$ cat src/rtl/ucm_consts.vh
`ifndef UCM_CONSTS_VH
`define UCM_CONSTS_VH
`define UCM_OFF_CR 8'h00
`define UCM_OFF_MR 8'h04
`define UCM_OFF_IER 8'h08
`define UCM_OFF_IDR 8'h0c
`define UCM_OFF_IMR 8'h10
`define UCM_OFF_CSR 8'h14
`define UCM_OFF_RHR 8'h18
`define UCM_OFF_THR 8'h1c
`define UCM_OFF_BRGR 8'h20
`define UCM_OFF_RTOR 8'h24
`define UCM_OFF_TTGR 8'h28
`define UCM_OFF_FIDI 8'h40
`define UCM_OFF_NER 8'h44
`define UCM_OFF_IF 8'h4c
`define UCM_OFF_MAN 8'h50
`define UCM_RST_FIDI 11'h174
`define UCM_RST_MAN 32'h30011004
`define UCM_RST_MR 32'h00000000
`define UCM_IMR_MASK 32'h011f3fff
`define UCM_CR_RSTRX 2
`define UCM_CR_RSTTX 3
`define UCM_CR_RXON 4
`define UCM_CR_RXOFF 5
`define UCM_CR_TXON 6
`define UCM_CR_TXOFF 7
`define UCM_CR_CLRERR 8
`define UCM_CR_BRKBEG 9
`define UCM_CR_BRKEND 10
`define UCM_CR_ARMTO 11
`define UCM_CR_ADDR 12
`define UCM_CR_CLRIT 13
`define UCM_CR_CLRNACK 14
`define UCM_CR_RETTO 15
`define UCM_CR_DTRON 16
`define UCM_CR_DTROFF 17
`define UCM_CR_RTSON 18
`define UCM_CR_RTSOFF 19
`define UCM_PROTO_NORMAL 4'h0
`define UCM_PROTO_RS485 4'h1
`define UCM_PROTO_HANDSHAKE 4'h2
`define UCM_PROTO_MODEM 4'h3
`define UCM_PROTO_ISO_T0 4'h4
`define UCM_PROTO_ISO_T1 4'h6
`define UCM_PROTO_IRDA 4'h8
`define UCM_CLK_EXT 2'h3
`define UCM_LOOP_NORMAL 2'h0
`define UCM_LOOP_ECHO 2'h1
`define UCM_LOOP_LOCAL 2'h2
`define UCM_LOOP_REMOTE 2'h3
`define UCM_BRK_MARK_BITS 4'hc
`endif

$ cat src/rtl/ucm_top.v
`timescale 1ns/1ns
`default_nettype none
`include "ucm_consts.vh"
module ucm_top (
	input wire pclk,
	input wire presetn,
	input wire psel,
	input wire penable,
	input wire pwrite,
	input wire [7:0] paddr,
	input wire [31:0] pwdata,
	output reg [31:0] prdata,
	output reg pready,
	output reg pslverr,
	input wire rx_char_valid,
	input wire [8:0] rx_char_data,
	input wire rx_parity_err,
	input wire rx_frame_err,
	input wire rx_overrun,
	input wire rx_manch_err,
	input wire rx_break_seen,
	input wire iter_event,
	input wire nack_event,
	input wire tx_ready_in,
	input wire tx_drained_in,
	input wire bit_tick,
	input wire tx_serial,
	input wire rxd_pin,
	input wire ri_in,
	input wire dsr_in,
	input wire dcd_in,
	input wire cts_in,
	output reg txd_r,
	output reg rx_line_r,
	output reg rx_on_r,
	output reg tx_on_r,
	output reg rx_reset_r,
	output reg tx_reset_r,
	output reg dtr_n_r,
	output reg rts_n_r,
	output reg sck_oe_r,
	output reg [1:0] clk_src_r,
	output reg sync_r,
	output reg [3:0] char_bits_r,
	output reg [2:0] parity_type_r,
	output reg [1:0] stop_code_r,
	output reg stop_half_r,
	output reg msb_first_r,
	output reg [15:0] baud_div_r,
	output reg [8:0] thr_data_r,
	output reg thr_load_r,
	output reg thr_addr_bit_r
);
	reg [31:0] mode_r;
	reg [31:0] imr_r;
	reg [15:0] rtor_r;
	reg [7:0] ttgr_r;
	reg [10:0] fidi_r;
	reg [7:0] ner_r;
	reg [7:0] if_r;
	reg [31:0] man_r;
	reg [8:0] rhr_r;
	reg rxrdy_r;
	reg parity_error_flag_r;
	reg frame_r;
	reg overrun_flag_r;
	reg manchester_error_flag_r;
	reg break_received_flag_r;
	reg iter_r;
	reg nack_r;
	reg to_flag_r;
	reg to_wait_r;
	reg to_run_r;
	reg [15:0] to_cnt_r;
	reg addr_pend_r;
	reg rts_lvl_r;
	reg [31:0] rd_nxt;
	wire [3:0] chg_w;
	wire [3:0] lvl_w;
	wire [31:0] csr_w;
	wire brk_low;
	wire setup_ph;
	wire acc_ph;
	wire wr_en;
	wire rd_en;
	wire cr_wr;
	wire [3:0] proto;
	wire [1:0] loop_cfg;
	wire par_none;
	wire par_multi;
	wire [3:0] frame_bits;
	wire [3:0] modem_clr;

	// Smart-card protocols alone let a command clear the retry flag; the acknowledge clear is not gated.
	function iso_mode;
		input [3:0] m;
		begin
			iso_mode = (m == `UCM_PROTO_ISO_T0) || (m == `UCM_PROTO_ISO_T1);
		end
	endfunction

	// Mapped register offsets; anything else answers with an error.
	function mapped;
		input [7:0] a;
		begin
			mapped = (a <= `UCM_OFF_TTGR) || (a == `UCM_OFF_FIDI) || (a == `UCM_OFF_NER) ||
				(a == `UCM_OFF_IF) || (a == `UCM_OFF_MAN);
		end
	endfunction

	// Bus phases; a write or read side effect happens only at the completing edge.
	assign setup_ph = psel && !penable;
	assign acc_ph = psel && penable && pready;
	assign wr_en = acc_ph && pwrite && !pslverr;
	assign rd_en = acc_ph && !pwrite && !pslverr;
	assign cr_wr = wr_en && (paddr == `UCM_OFF_CR);

	// Mode fields.
	assign proto = mode_r[3:0];
	assign loop_cfg = mode_r[15:14];
	assign par_none = (mode_r[11:10] == 2'b10);
	assign par_multi = (mode_r[11:10] == 2'b11);
	assign frame_bits = char_bits_r + 4'h2 + {3'h0, !par_none} + {3'h0, stop_code_r[1]};

	// Change flags that were shown in the captured status word are cleared on its read.
	assign modem_clr = (rd_en && (paddr == `UCM_OFF_CSR)) ? prdata[19:16] : 4'h0;

	assign csr_w = {7'h00, manchester_error_flag_r, lvl_w[3], lvl_w[2], lvl_w[1], lvl_w[0],
		chg_w[3], chg_w[2], chg_w[1], chg_w[0], 2'h0, nack_r, 2'h0, iter_r,
		tx_drained_in, to_flag_r, parity_error_flag_r, frame_r, overrun_flag_r, 2'h0, break_received_flag_r,
		tx_ready_in, rxrdy_r};

	ucm_modem_watch u_modem (
		.pclk(pclk),
		.presetn(presetn),
		.watch_en(proto == `UCM_PROTO_MODEM),
		.lvl_in({cts_in, dcd_in, dsr_in, ri_in}),
		.clr_mask(modem_clr),
		.chg_r(chg_w),
		.lvl_r(lvl_w)
	);

	ucm_break_seq u_brk (
		.pclk(pclk),
		.presetn(presetn),
		.begin_cmd(cr_wr && pwdata[`UCM_CR_BRKBEG]),
		.end_cmd(cr_wr && pwdata[`UCM_CR_BRKEND]),
		.tx_drained(tx_drained_in),
		.bit_tick(bit_tick),
		.frame_bits(frame_bits),
		.line_low(brk_low),
		.busy()
	);

	// Read multiplexer; write-only and unmapped words read as zero.
	always @*
	begin
		rd_nxt = 32'h0;
		if (paddr == `UCM_OFF_MR)
			rd_nxt = mode_r;
		else if (paddr == `UCM_OFF_IMR)
			rd_nxt = imr_r;
		else if (paddr == `UCM_OFF_CSR)
			rd_nxt = csr_w;
		else if (paddr == `UCM_OFF_RHR)
			rd_nxt = {23'h0, rhr_r};
		else if (paddr == `UCM_OFF_BRGR)
			rd_nxt = {16'h0, baud_div_r};
		else if (paddr == `UCM_OFF_RTOR)
			rd_nxt = {16'h0, rtor_r};
		else if (paddr == `UCM_OFF_TTGR)
			rd_nxt = {24'h0, ttgr_r};
		else if (paddr == `UCM_OFF_FIDI)
			rd_nxt = {21'h0, fidi_r};
		else if (paddr == `UCM_OFF_NER)
			rd_nxt = {24'h0, ner_r};
		else if (paddr == `UCM_OFF_IF)
			rd_nxt = {24'h0, if_r};
		else if (paddr == `UCM_OFF_MAN)
			rd_nxt = man_r;
	end

	// Bus slave: read data and ready are captured in the setup cycle, one access cycle.
	always @(posedge pclk or negedge presetn)
	begin
		if (!presetn)
		begin
			prdata <= 32'h0;
			pready <= 1'b0;
			pslverr <= 1'b0;
		end
		else
		begin
			pready <= setup_ph;
			pslverr <= setup_ph && !mapped(paddr);
			if (setup_ph)
				prdata <= rd_nxt;
		end
	end

	// Configuration registers written by software.
	always @(posedge pclk or negedge presetn)
	begin
		if (!presetn)
		begin
			mode_r <= `UCM_RST_MR;
			imr_r <= 32'h0;
			baud_div_r <= 16'h0;
			rtor_r <= 16'h0;
			ttgr_r <= 8'h0;
			fidi_r <= `UCM_RST_FIDI;
			if_r <= 8'h0;
			man_r <= `UCM_RST_MAN;
		end
		else if (wr_en)
		begin
			if (paddr == `UCM_OFF_MR)
				mode_r <= pwdata;
			else if (paddr == `UCM_OFF_IER)
				imr_r <= imr_r | (pwdata & `UCM_IMR_MASK);
			else if (paddr == `UCM_OFF_IDR)
				imr_r <= imr_r & ~pwdata;
			else if (paddr == `UCM_OFF_BRGR)
				baud_div_r <= pwdata[15:0];
			else if (paddr == `UCM_OFF_RTOR)
				rtor_r <= pwdata[15:0];
			else if (paddr == `UCM_OFF_TTGR)
				ttgr_r <= pwdata[7:0];
			else if (paddr == `UCM_OFF_FIDI)
				fidi_r <= pwdata[10:0];
			else if (paddr == `UCM_OFF_IF)
				if_r <= pwdata[7:0];
			else if (paddr == `UCM_OFF_MAN)
				man_r <= pwdata;
		end
	end

	// Command register: set bits act in that write; with both of a pair set, off wins for rx/tx and on wins for DTR and RTS.
	always @(posedge pclk or negedge presetn)
	begin
		if (!presetn)
		begin
			rx_on_r <= 1'b0;
			tx_on_r <= 1'b0;
			rx_reset_r <= 1'b0;
			tx_reset_r <= 1'b0;
			dtr_n_r <= 1'b1;
			rts_lvl_r <= 1'b1;
		end
		else
		begin
			rx_reset_r <= cr_wr && pwdata[`UCM_CR_RSTRX];
			tx_reset_r <= cr_wr && pwdata[`UCM_CR_RSTTX];
			if (cr_wr)
			begin
				if (pwdata[`UCM_CR_RXOFF])
					rx_on_r <= 1'b0;
				else if (pwdata[`UCM_CR_RXON])
					rx_on_r <= 1'b1;
				if (pwdata[`UCM_CR_TXOFF])
					tx_on_r <= 1'b0;
				else if (pwdata[`UCM_CR_TXON])
					tx_on_r <= 1'b1;
				if (pwdata[`UCM_CR_DTRON])
					dtr_n_r <= 1'b0;
				else if (pwdata[`UCM_CR_DTROFF])
					dtr_n_r <= 1'b1;
				if (pwdata[`UCM_CR_RTSON])
					rts_lvl_r <= 1'b0;
				else if (pwdata[`UCM_CR_RTSOFF])
					rts_lvl_r <= 1'b1;
			end
		end
	end

	// Sticky receive and protocol flags; a new event wins over a clear.
	always @(posedge pclk or negedge presetn)
	begin
		if (!presetn)
		begin
			parity_error_flag_r <= 1'b0;
			frame_r <= 1'b0;
			overrun_flag_r <= 1'b0;
			manchester_error_flag_r <= 1'b0;
			break_received_flag_r <= 1'b0;
			iter_r <= 1'b0;
			nack_r <= 1'b0;
			rxrdy_r <= 1'b0;
			rhr_r <= 9'h0;
			ner_r <= 8'h0;
		end
		else
		begin
			if (cr_wr && pwdata[`UCM_CR_CLRERR])
			begin
				parity_error_flag_r <= 1'b0;
				frame_r <= 1'b0;
				overrun_flag_r <= 1'b0;
				manchester_error_flag_r <= 1'b0;
				break_received_flag_r <= 1'b0;
			end
			if (rx_parity_err)
				parity_error_flag_r <= 1'b1;
			if (rx_frame_err)
				frame_r <= 1'b1;
			if (rx_overrun)
				overrun_flag_r <= 1'b1;
			if (rx_manch_err)
				manchester_error_flag_r <= 1'b1;
			if (rx_break_seen)
				break_received_flag_r <= 1'b1;
			if (iter_event)
				iter_r <= 1'b1;
			else if (cr_wr && pwdata[`UCM_CR_CLRIT] && iso_mode(proto))
				iter_r <= 1'b0;
			if (nack_event)
				nack_r <= 1'b1;
			else if (cr_wr && pwdata[`UCM_CR_CLRNACK])
				nack_r <= 1'b0;
			if (rx_char_valid)
			begin
				rhr_r <= rx_char_data;
				rxrdy_r <= 1'b1;
			end
			else if (rd_en && (paddr == `UCM_OFF_RHR))
				rxrdy_r <= 1'b0;
			if (rd_en && (paddr == `UCM_OFF_NER))
				ner_r <= {7'h0, rx_parity_err};
			else if (rx_parity_err && (ner_r != 8'hff))
				ner_r <= ner_r + 8'h01;
		end
	end

	// Receive idle timer: armed, it waits for a character before counting bit periods.
	always @(posedge pclk or negedge presetn)
	begin
		if (!presetn)
		begin
			to_flag_r <= 1'b0;
			to_wait_r <= 1'b0;
			to_run_r <= 1'b0;
			to_cnt_r <= 16'h0;
		end
		else
		begin
			if (cr_wr && pwdata[`UCM_CR_ARMTO])
			begin
				to_flag_r <= 1'b0;
				to_wait_r <= 1'b1;
				to_run_r <= 1'b0;
			end
			else if (cr_wr && pwdata[`UCM_CR_RETTO])
			begin
				to_wait_r <= 1'b0;
				to_run_r <= (rtor_r != 16'h0);
				to_cnt_r <= rtor_r;
			end
			else if (rx_char_valid && (to_wait_r || to_run_r))
			begin
				to_wait_r <= 1'b0;
				to_run_r <= (rtor_r != 16'h0);
				to_cnt_r <= rtor_r;
			end
			else if (to_run_r && bit_tick)
			begin
				to_cnt_r <= to_cnt_r - 16'h1;
				if (to_cnt_r == 16'h1)
					to_run_r <= 1'b0;
			end
			// An expiry in the same cycle as an arm or a reload still raises the flag.
			if (to_run_r && bit_tick && (to_cnt_r == 16'h1))
				to_flag_r <= 1'b1;
		end
	end

	// Holding register hand-off; the address bit is taken by the next character.
	always @(posedge pclk or negedge presetn)
	begin
		if (!presetn)
		begin
			thr_data_r <= 9'h0;
			thr_load_r <= 1'b0;
			thr_addr_bit_r <= 1'b0;
			addr_pend_r <= 1'b0;
		end
		else
		begin
			thr_load_r <= wr_en && (paddr == `UCM_OFF_THR);
			if (wr_en && (paddr == `UCM_OFF_THR))
			begin
				thr_data_r <= pwdata[8:0];
				thr_addr_bit_r <= addr_pend_r && par_multi;
				addr_pend_r <= 1'b0;
			end
			else if (cr_wr && pwdata[`UCM_CR_ADDR] && par_multi)
				addr_pend_r <= 1'b1;
		end
	end

	// Decoded format outputs for the shifters and the baud generator.
	always @(posedge pclk or negedge presetn)
	begin
		if (!presetn)
		begin
			clk_src_r <= 2'h0;
			sck_oe_r <= 1'b0;
			sync_r <= 1'b0;
			char_bits_r <= 4'h5;
			parity_type_r <= 3'h0;
			stop_code_r <= 2'h0;
			stop_half_r <= 1'b0;
			msb_first_r <= 1'b0;
			rts_n_r <= 1'b1;
		end
		else
		begin
			clk_src_r <= mode_r[5:4];
			sck_oe_r <= mode_r[18] && (mode_r[5:4] != `UCM_CLK_EXT);
			sync_r <= mode_r[8];
			char_bits_r <= mode_r[17] ? 4'h9 : (4'h5 + {2'h0, mode_r[7:6]});
			parity_type_r <= mode_r[11:9];
			stop_code_r <= mode_r[13:12];
			stop_half_r <= (mode_r[13:12] == 2'b01) && !mode_r[8];
			msb_first_r <= mode_r[16];
			if (proto == `UCM_PROTO_RS485)
				rts_n_r <= !tx_drained_in;
			else
				rts_n_r <= rts_lvl_r;
		end
	end

	// Channel routing of the serial lines, with the break forcing the transmit path low.
	always @(posedge pclk or negedge presetn)
	begin
		if (!presetn)
		begin
			txd_r <= 1'b1;
			rx_line_r <= 1'b1;
		end
		else
		begin
			case (loop_cfg)
				`UCM_LOOP_ECHO:
				begin
					txd_r <= rxd_pin;
					rx_line_r <= rxd_pin;
				end
				`UCM_LOOP_LOCAL:
				begin
					txd_r <= 1'b1;
					rx_line_r <= tx_serial && !brk_low;
				end
				`UCM_LOOP_REMOTE:
				begin
					txd_r <= rxd_pin;
					rx_line_r <= 1'b1;
				end
				default:
				begin
					txd_r <= tx_serial && !brk_low;
					rx_line_r <= rxd_pin;
				end
			endcase
		end
	end
endmodule // ucm_top
`default_nettype wire

$ cat src/rtl/ucm_modem_watch.v
`timescale 1ns/1ns
`default_nettype none
module ucm_modem_watch (
	input wire pclk,
	input wire presetn,
	input wire watch_en,
	input wire [3:0] lvl_in,
	input wire [3:0] clr_mask,
	output reg [3:0] chg_r,
	output reg [3:0] lvl_r
);
	genvar i;
	// One change detector per modem input; a new change beats a read clear.
	generate
		for (i = 0; i < 4; i = i + 1)
		begin : g_line
			always @(posedge pclk or negedge presetn)
			begin
				if (!presetn)
				begin
					lvl_r[i] <= 1'b1;
					chg_r[i] <= 1'b0;
				end
				else
				begin
					lvl_r[i] <= lvl_in[i];
					if (watch_en && (lvl_in[i] != lvl_r[i]))
						chg_r[i] <= 1'b1;
					else if (clr_mask[i])
						chg_r[i] <= 1'b0;
				end
			end
		end
	endgenerate
endmodule // ucm_modem_watch
`default_nettype wire

$ cat src/rtl/ucm_break_seq.v
`timescale 1ns/1ns
`default_nettype none
`include "ucm_consts.vh"
module ucm_break_seq (
	input wire pclk,
	input wire presetn,
	input wire begin_cmd,
	input wire end_cmd,
	input wire tx_drained,
	input wire bit_tick,
	input wire [3:0] frame_bits,
	output wire line_low,
	output wire busy
);
	localparam S_IDLE = 4'b0001;
	localparam S_DRAIN = 4'b0010;
	localparam S_BRK = 4'b0100;
	localparam S_MARK = 4'b1000;
	reg [3:0] state_r;
	reg [3:0] cnt_r;
	reg stop_req_r;
	assign line_low = state_r[2];
	assign busy = !state_r[0];
	// Break sequencer: wait for drain, hold low, then idle marks.
	always @(posedge pclk or negedge presetn)
	begin
		if (!presetn)
		begin
			state_r <= S_IDLE;
			cnt_r <= 4'h0;
			stop_req_r <= 1'b0;
		end
		else
		begin
			case (state_r)
				S_IDLE:
				begin
					if (begin_cmd)
						state_r <= S_DRAIN;
				end
				S_DRAIN:
				begin
					if (tx_drained)
					begin
						state_r <= S_BRK;
						cnt_r <= 4'h0;
						stop_req_r <= 1'b0;
					end
				end
				S_BRK:
				begin
					if (end_cmd)
						stop_req_r <= 1'b1;
					// The first tick may come right away, so one extra tick makes a full character.
					if ((stop_req_r || end_cmd) && (cnt_r > frame_bits))
					begin
						state_r <= S_MARK;
						cnt_r <= 4'h0;
					end
					else if (bit_tick && (cnt_r <= frame_bits))
						cnt_r <= cnt_r + 4'h1;
				end
				S_MARK:
				begin
					if (bit_tick)
					begin
						// One tick beyond the count keeps the mark for whole bit periods.
						if (cnt_r == `UCM_BRK_MARK_BITS)
							state_r <= S_IDLE;
						cnt_r <= cnt_r + 4'h1;
					end
				end
				default:
					state_r <= S_IDLE;
			endcase
		end
	end
endmodule // ucm_break_seq
`default_nettype wire

$ cat config.mk
export PLATFORM = sky130hd
export DESIGN_NAME = ucm_top
export DESIGN_NICKNAME = d
export VERILOG_FILES = /design/src/rtl/ucm_top.v /design/src/rtl/ucm_modem_watch.v /design/src/rtl/ucm_break_seq.v
export VERILOG_INCLUDE_DIRS = /design/src /design/src/rtl
export SDC_FILE = /design/constraint.sdc
export NUM_CORES = 1
export LEC_CHECK = 0
export BUFFER_PORTS_ARGS = -buffer_cell sky130_fd_sc_hd__buf_2
export CAP_MARGIN = 25
export CORE_MARGIN = 1
export CORE_UTILIZATION = 44
export DETAILED_ROUTE_END_ITERATION = 12
export PLACE_DENSITY = 0.74
export SYNTH_ARGS = -nofsm -noshare
export SYNTH_HDL_FRONTEND = slang
export SYNTH_SLANG_ARGS = --single-unit
$ cat constraint.sdc
create_clock -name pclk -period 3.3 [get_ports pclk]
set_input_delay 0.66 -clock pclk [delete_from_list [all_inputs] [get_ports pclk]]
set_output_delay 0.66 -clock pclk [all_outputs]
set_load 0.01 [all_outputs]
==> results.sh <==
export IMPL_fp_dieArea_mm2=0.0310
export IMPL_grt_setup_unrepaired="false"
export IMPL_clkPwrFrac_pct=43.1
export IMPL_setup_violations_final=0
export IMPL_grt_pass1_vias=10678
export IMPL_drc_errors=0
export IMPL_p_comb_share_pct=7.9
export IMPL_gp_congestion=0.960
export IMPL_synth_cells=1188
export IMPL_finClkSkew_ns=0.0186
export IMPL_holdBufCountCts=0
export IMPL_hold_viol=0
export IMPL_syn_nets=1271
export IMPL_ys_seq_elements=286
export IMPL_setup_tns_ns=0
export IMPL_avgRoutedWirePerCell_um=22.0
export IMPL_nets=1424
export IMPL_clkSinkCount=286
export IMPL_io_buffers=154
export IMPL_hpwl_um=26800
export IMPL_cts_clk_slew_worst_paths_ns=0.06
export IMPL_syn_to_final_growth_pct=17.1
export IMPL_fin_crit_sh_pct=93.0
export IMPL_synth_avg_cell_area_um2=11.2
export IMPL_multi_input_area_mm2=0.00568
export IMPL_r2r_cells=12
export IMPL_placeableCoreArea_mm2=0.0297
export IMPL_critPathKind="reg2reg"
export IMPL_cp_end_kind="register"
export IMPL_r2r_start="mode_r[10]$_DFFE_PN0P_"
export IMPL_power_leakage_nw=7.34
export IMPL_placed_cells=1699
export IMPL_ir_drop_mv=0.514
export IMPL_num_vias=10614
export IMPL_regArea_mm2=0.00718
export IMPL_clk_latency_ns=0.58
export IMPL_grt_pass1_wl_um=60500
export IMPL_ys_types=74
export IMPL_wirelength_um=38600
export IMPL_gr_total_overflow=0
export IMPL_synthFlopType="dfrtp_1"
export IMPL_final_common_cell="dfrtp_1"
export IMPL_cts_setup_buffers=0
export IMPL_worstPathArrival_ns=3.57
export IMPL_fill_cells=2626
export IMPL_cp_required_ns=3.80
export IMPL_status="complete, no violations"
export IMPL_clk_root_buffer_cell="clkbuf_16"
export IMPL_drtAntennaViolNets=0
export IMPL_cts_max_level=1
export IMPL_dr_pass1_iters=5
export IMPL_die_x_um=176
export IMPL_fin_cells=1754
export IMPL_cts_tree="built"
export IMPL_die_y_um=176
export IMPL_synth_edff_count=0
export IMPL_slew_viol_final=0
export IMPL_vias_per_cell=6.05
export IMPL_grt_max_degree=77
export IMPL_pwr_share_seq_pct=49.0
export IMPL_hold_path_class="in2async"
export IMPL_finalPower_mw=7.60
export IMPL_fin_ws_ns=0.230
export IMPL_swShare_pct=25.6
export IMPL_fmax_mhz=326
export IMPL_yosysWarnings=0
export IMPL_placed_area_mm2=0.0146
export IMPL_powerDensity_mw_per_mm2=487
export IMPL_cts_resized=0
export IMPL_track_usage_pct=25.2
export IMPL_critPathLaunchType="register"
export IMPL_slew_headroom_pct=37.4
export IMPL_insertedDiodeCount=0
export IMPL_drtIter0Drc=1065
export IMPL_numCtsBuffers=29
export IMPL_clockBufferDepth=3
export IMPL_crit_fanout=7
export IMPL_layout_drive_gt1_share_pct=34.1
export IMPL_p_switching_mw=1.95
export IMPL_final_cell_area_mm2=0.0156
export IMPL_ys_seq_area_share_pct=54.0
export IMPL_synth_area_mm2=0.0133
export IMPL_cap_violations=0
export IMPL_finalCriticalPeriod_ns=3.07
export IMPL_start_util_pct=44.8
export IMPL_cell_internal_pwr_mw=5.66
export IMPL_antenna_found_initial=1
export IMPL_pin_count=155
export IMPL_floorplan_rows=63
export IMPL_r2r_slack_ns=0.23
export IMPL_reg2reg_to="u_brk.cnt_r[3]$_DFFE_PN0P_"
export IMPL_pre_cts_ws_ns=0.267
export IMPL_async_reset_ff_share_pct=100
export IMPL_final_cell_mix="264 x dfrtp_1, 162 x mux2_2, 154 x buf_2, 108 x nand2_1, 93 x o21ai_0"
export IMPL_worstMarginPinSlew_ns=0.930
==> worst max-delay path, stage by stage (launching register included) <==
cell,delay (ns)
dfrtp_1,0.45
nand2b_1,0.21
fa_1,0.39
inv_1,0.07
ha_1,0.15
xor2_1,0.17
ha_1,0.27
o21ai_0,0.20
a21oi_1,0.09
o21ai_0,0.38
o21ai_4,0.13
or3_1,0.34
a21boi_1,0.16
==> metal layers <==
layer	wire (um)	GRT usage, %
met3	3230	4.37
met4	1450	9.46
met5	10	0
met2	17900	40.2
met1	16000	34.4
==> Yosys cell counts (14+ instances only) <==
cell type,instances,area [um2]
dfstp_2,22,578
a31oi_1,17,106
a222oi_1,19,190
nor2_1,69,259
nor3_1,17,85.1
inv_1,21,78.8
or3_1,14,87.6
o21ai_0,93,465
o21a_1,14,105
clkbuf_1,52,195
mux2_2,162,1820
dfrtp_1,264,6610
nand2b_1,14,87.6
a21oi_1,52,260
nand3_1,27,135
nand2_1,108,405
==> flip-flops by register name, summed over array words and instances (netlist names), 8 cells and up, named ones only <==
| signal | count |
|---|---|
| baud_div_r | 16 |
| fidi_r | 11 |
| if_r | 8 |
| imr_r | 12 |
| man_r | 32 |
| mode_r | 32 |
| ner_r | 8 |
| prdata | 32 |
| rhr_r | 9 |
| rtor_r | 16 |
| thr_data_r | 9 |
| to_cnt_r | 16 |
| ttgr_r | 8 |
==> cell families after synthesis <==
logic type	after synthesis	share of synthesized area [%]
buffers and inverters	104	3.52
adders and majority gates	12	1.18
DFF	286	54.0
AOI/OAI and AO/OA	292	14.6
muxes	173	14.5
and+or+nand+nor	312	11.6
xor gates and xnor gates	9	0.592
==> per-stage QoR <==
stage	util, %	hold WS, ns
2_1_floorplan	-	0.364
3_3_place_gp	49.3	0.376
3_5_place_dp	49.3	0.388
4_1_cts	52.5	0.0678
5_1_grt	52.5	0.0778
6_report	52.5	0.0355
==> final cells by class <==
| type | count | area share, % |
|---|---|---|
| clock buffer | 38 | 5.19 |
| timing repair buffer | 205 | 7.84 |
| inverter | 21 | 0.505 |
| clock inverter | 16 | 0.890 |
| sequential | 286 | 46.1 |
| multi-input combinational | 798 | 36.4 |
| tap | 390 | 3.13 |
==> power groups by stage <==
stage | Combinational (mW) | Clock, mW | Sequential, mW
after floorplan | 0.295 | 0 | 3.77
after global placement | 0.571 | 0 | 3.78
after detailed placement | 0.594 | 0 | 3.79
after CTS | 0.599 | 3.32 | 3.73
after global routing | 0.666 | 3.47 | 3.74
final | 0.598 | 3.28 | 3.73
==> worst max path at each step <==
stage	slack, ns	startpoint	endpoint
floorplan	0.63	paddr[7]	rtor_r[10]$_DFFE_PN0P_
global placement	0.42	paddr[3]	to_cnt_r[5]$_DFFE_PN0P_
detailed placement	0.27	mode_r[10]$_DFFE_PN0P_	u_brk.cnt_r[3]$_DFFE_PN0P_
CTS	0.28	mode_r[10]$_DFFE_PN0P_	u_brk.cnt_r[3]$_DFFE_PN0P_
global route	0.08	mode_r[10]$_DFFE_PN0P_	u_brk.cnt_r[2]$_DFFE_PN0P_
finish	0.23	mode_r[10]$_DFFE_PN0P_	u_brk.cnt_r[3]$_DFFE_PN0P_
Note: power is estimated with default switching activity, not from simulation.
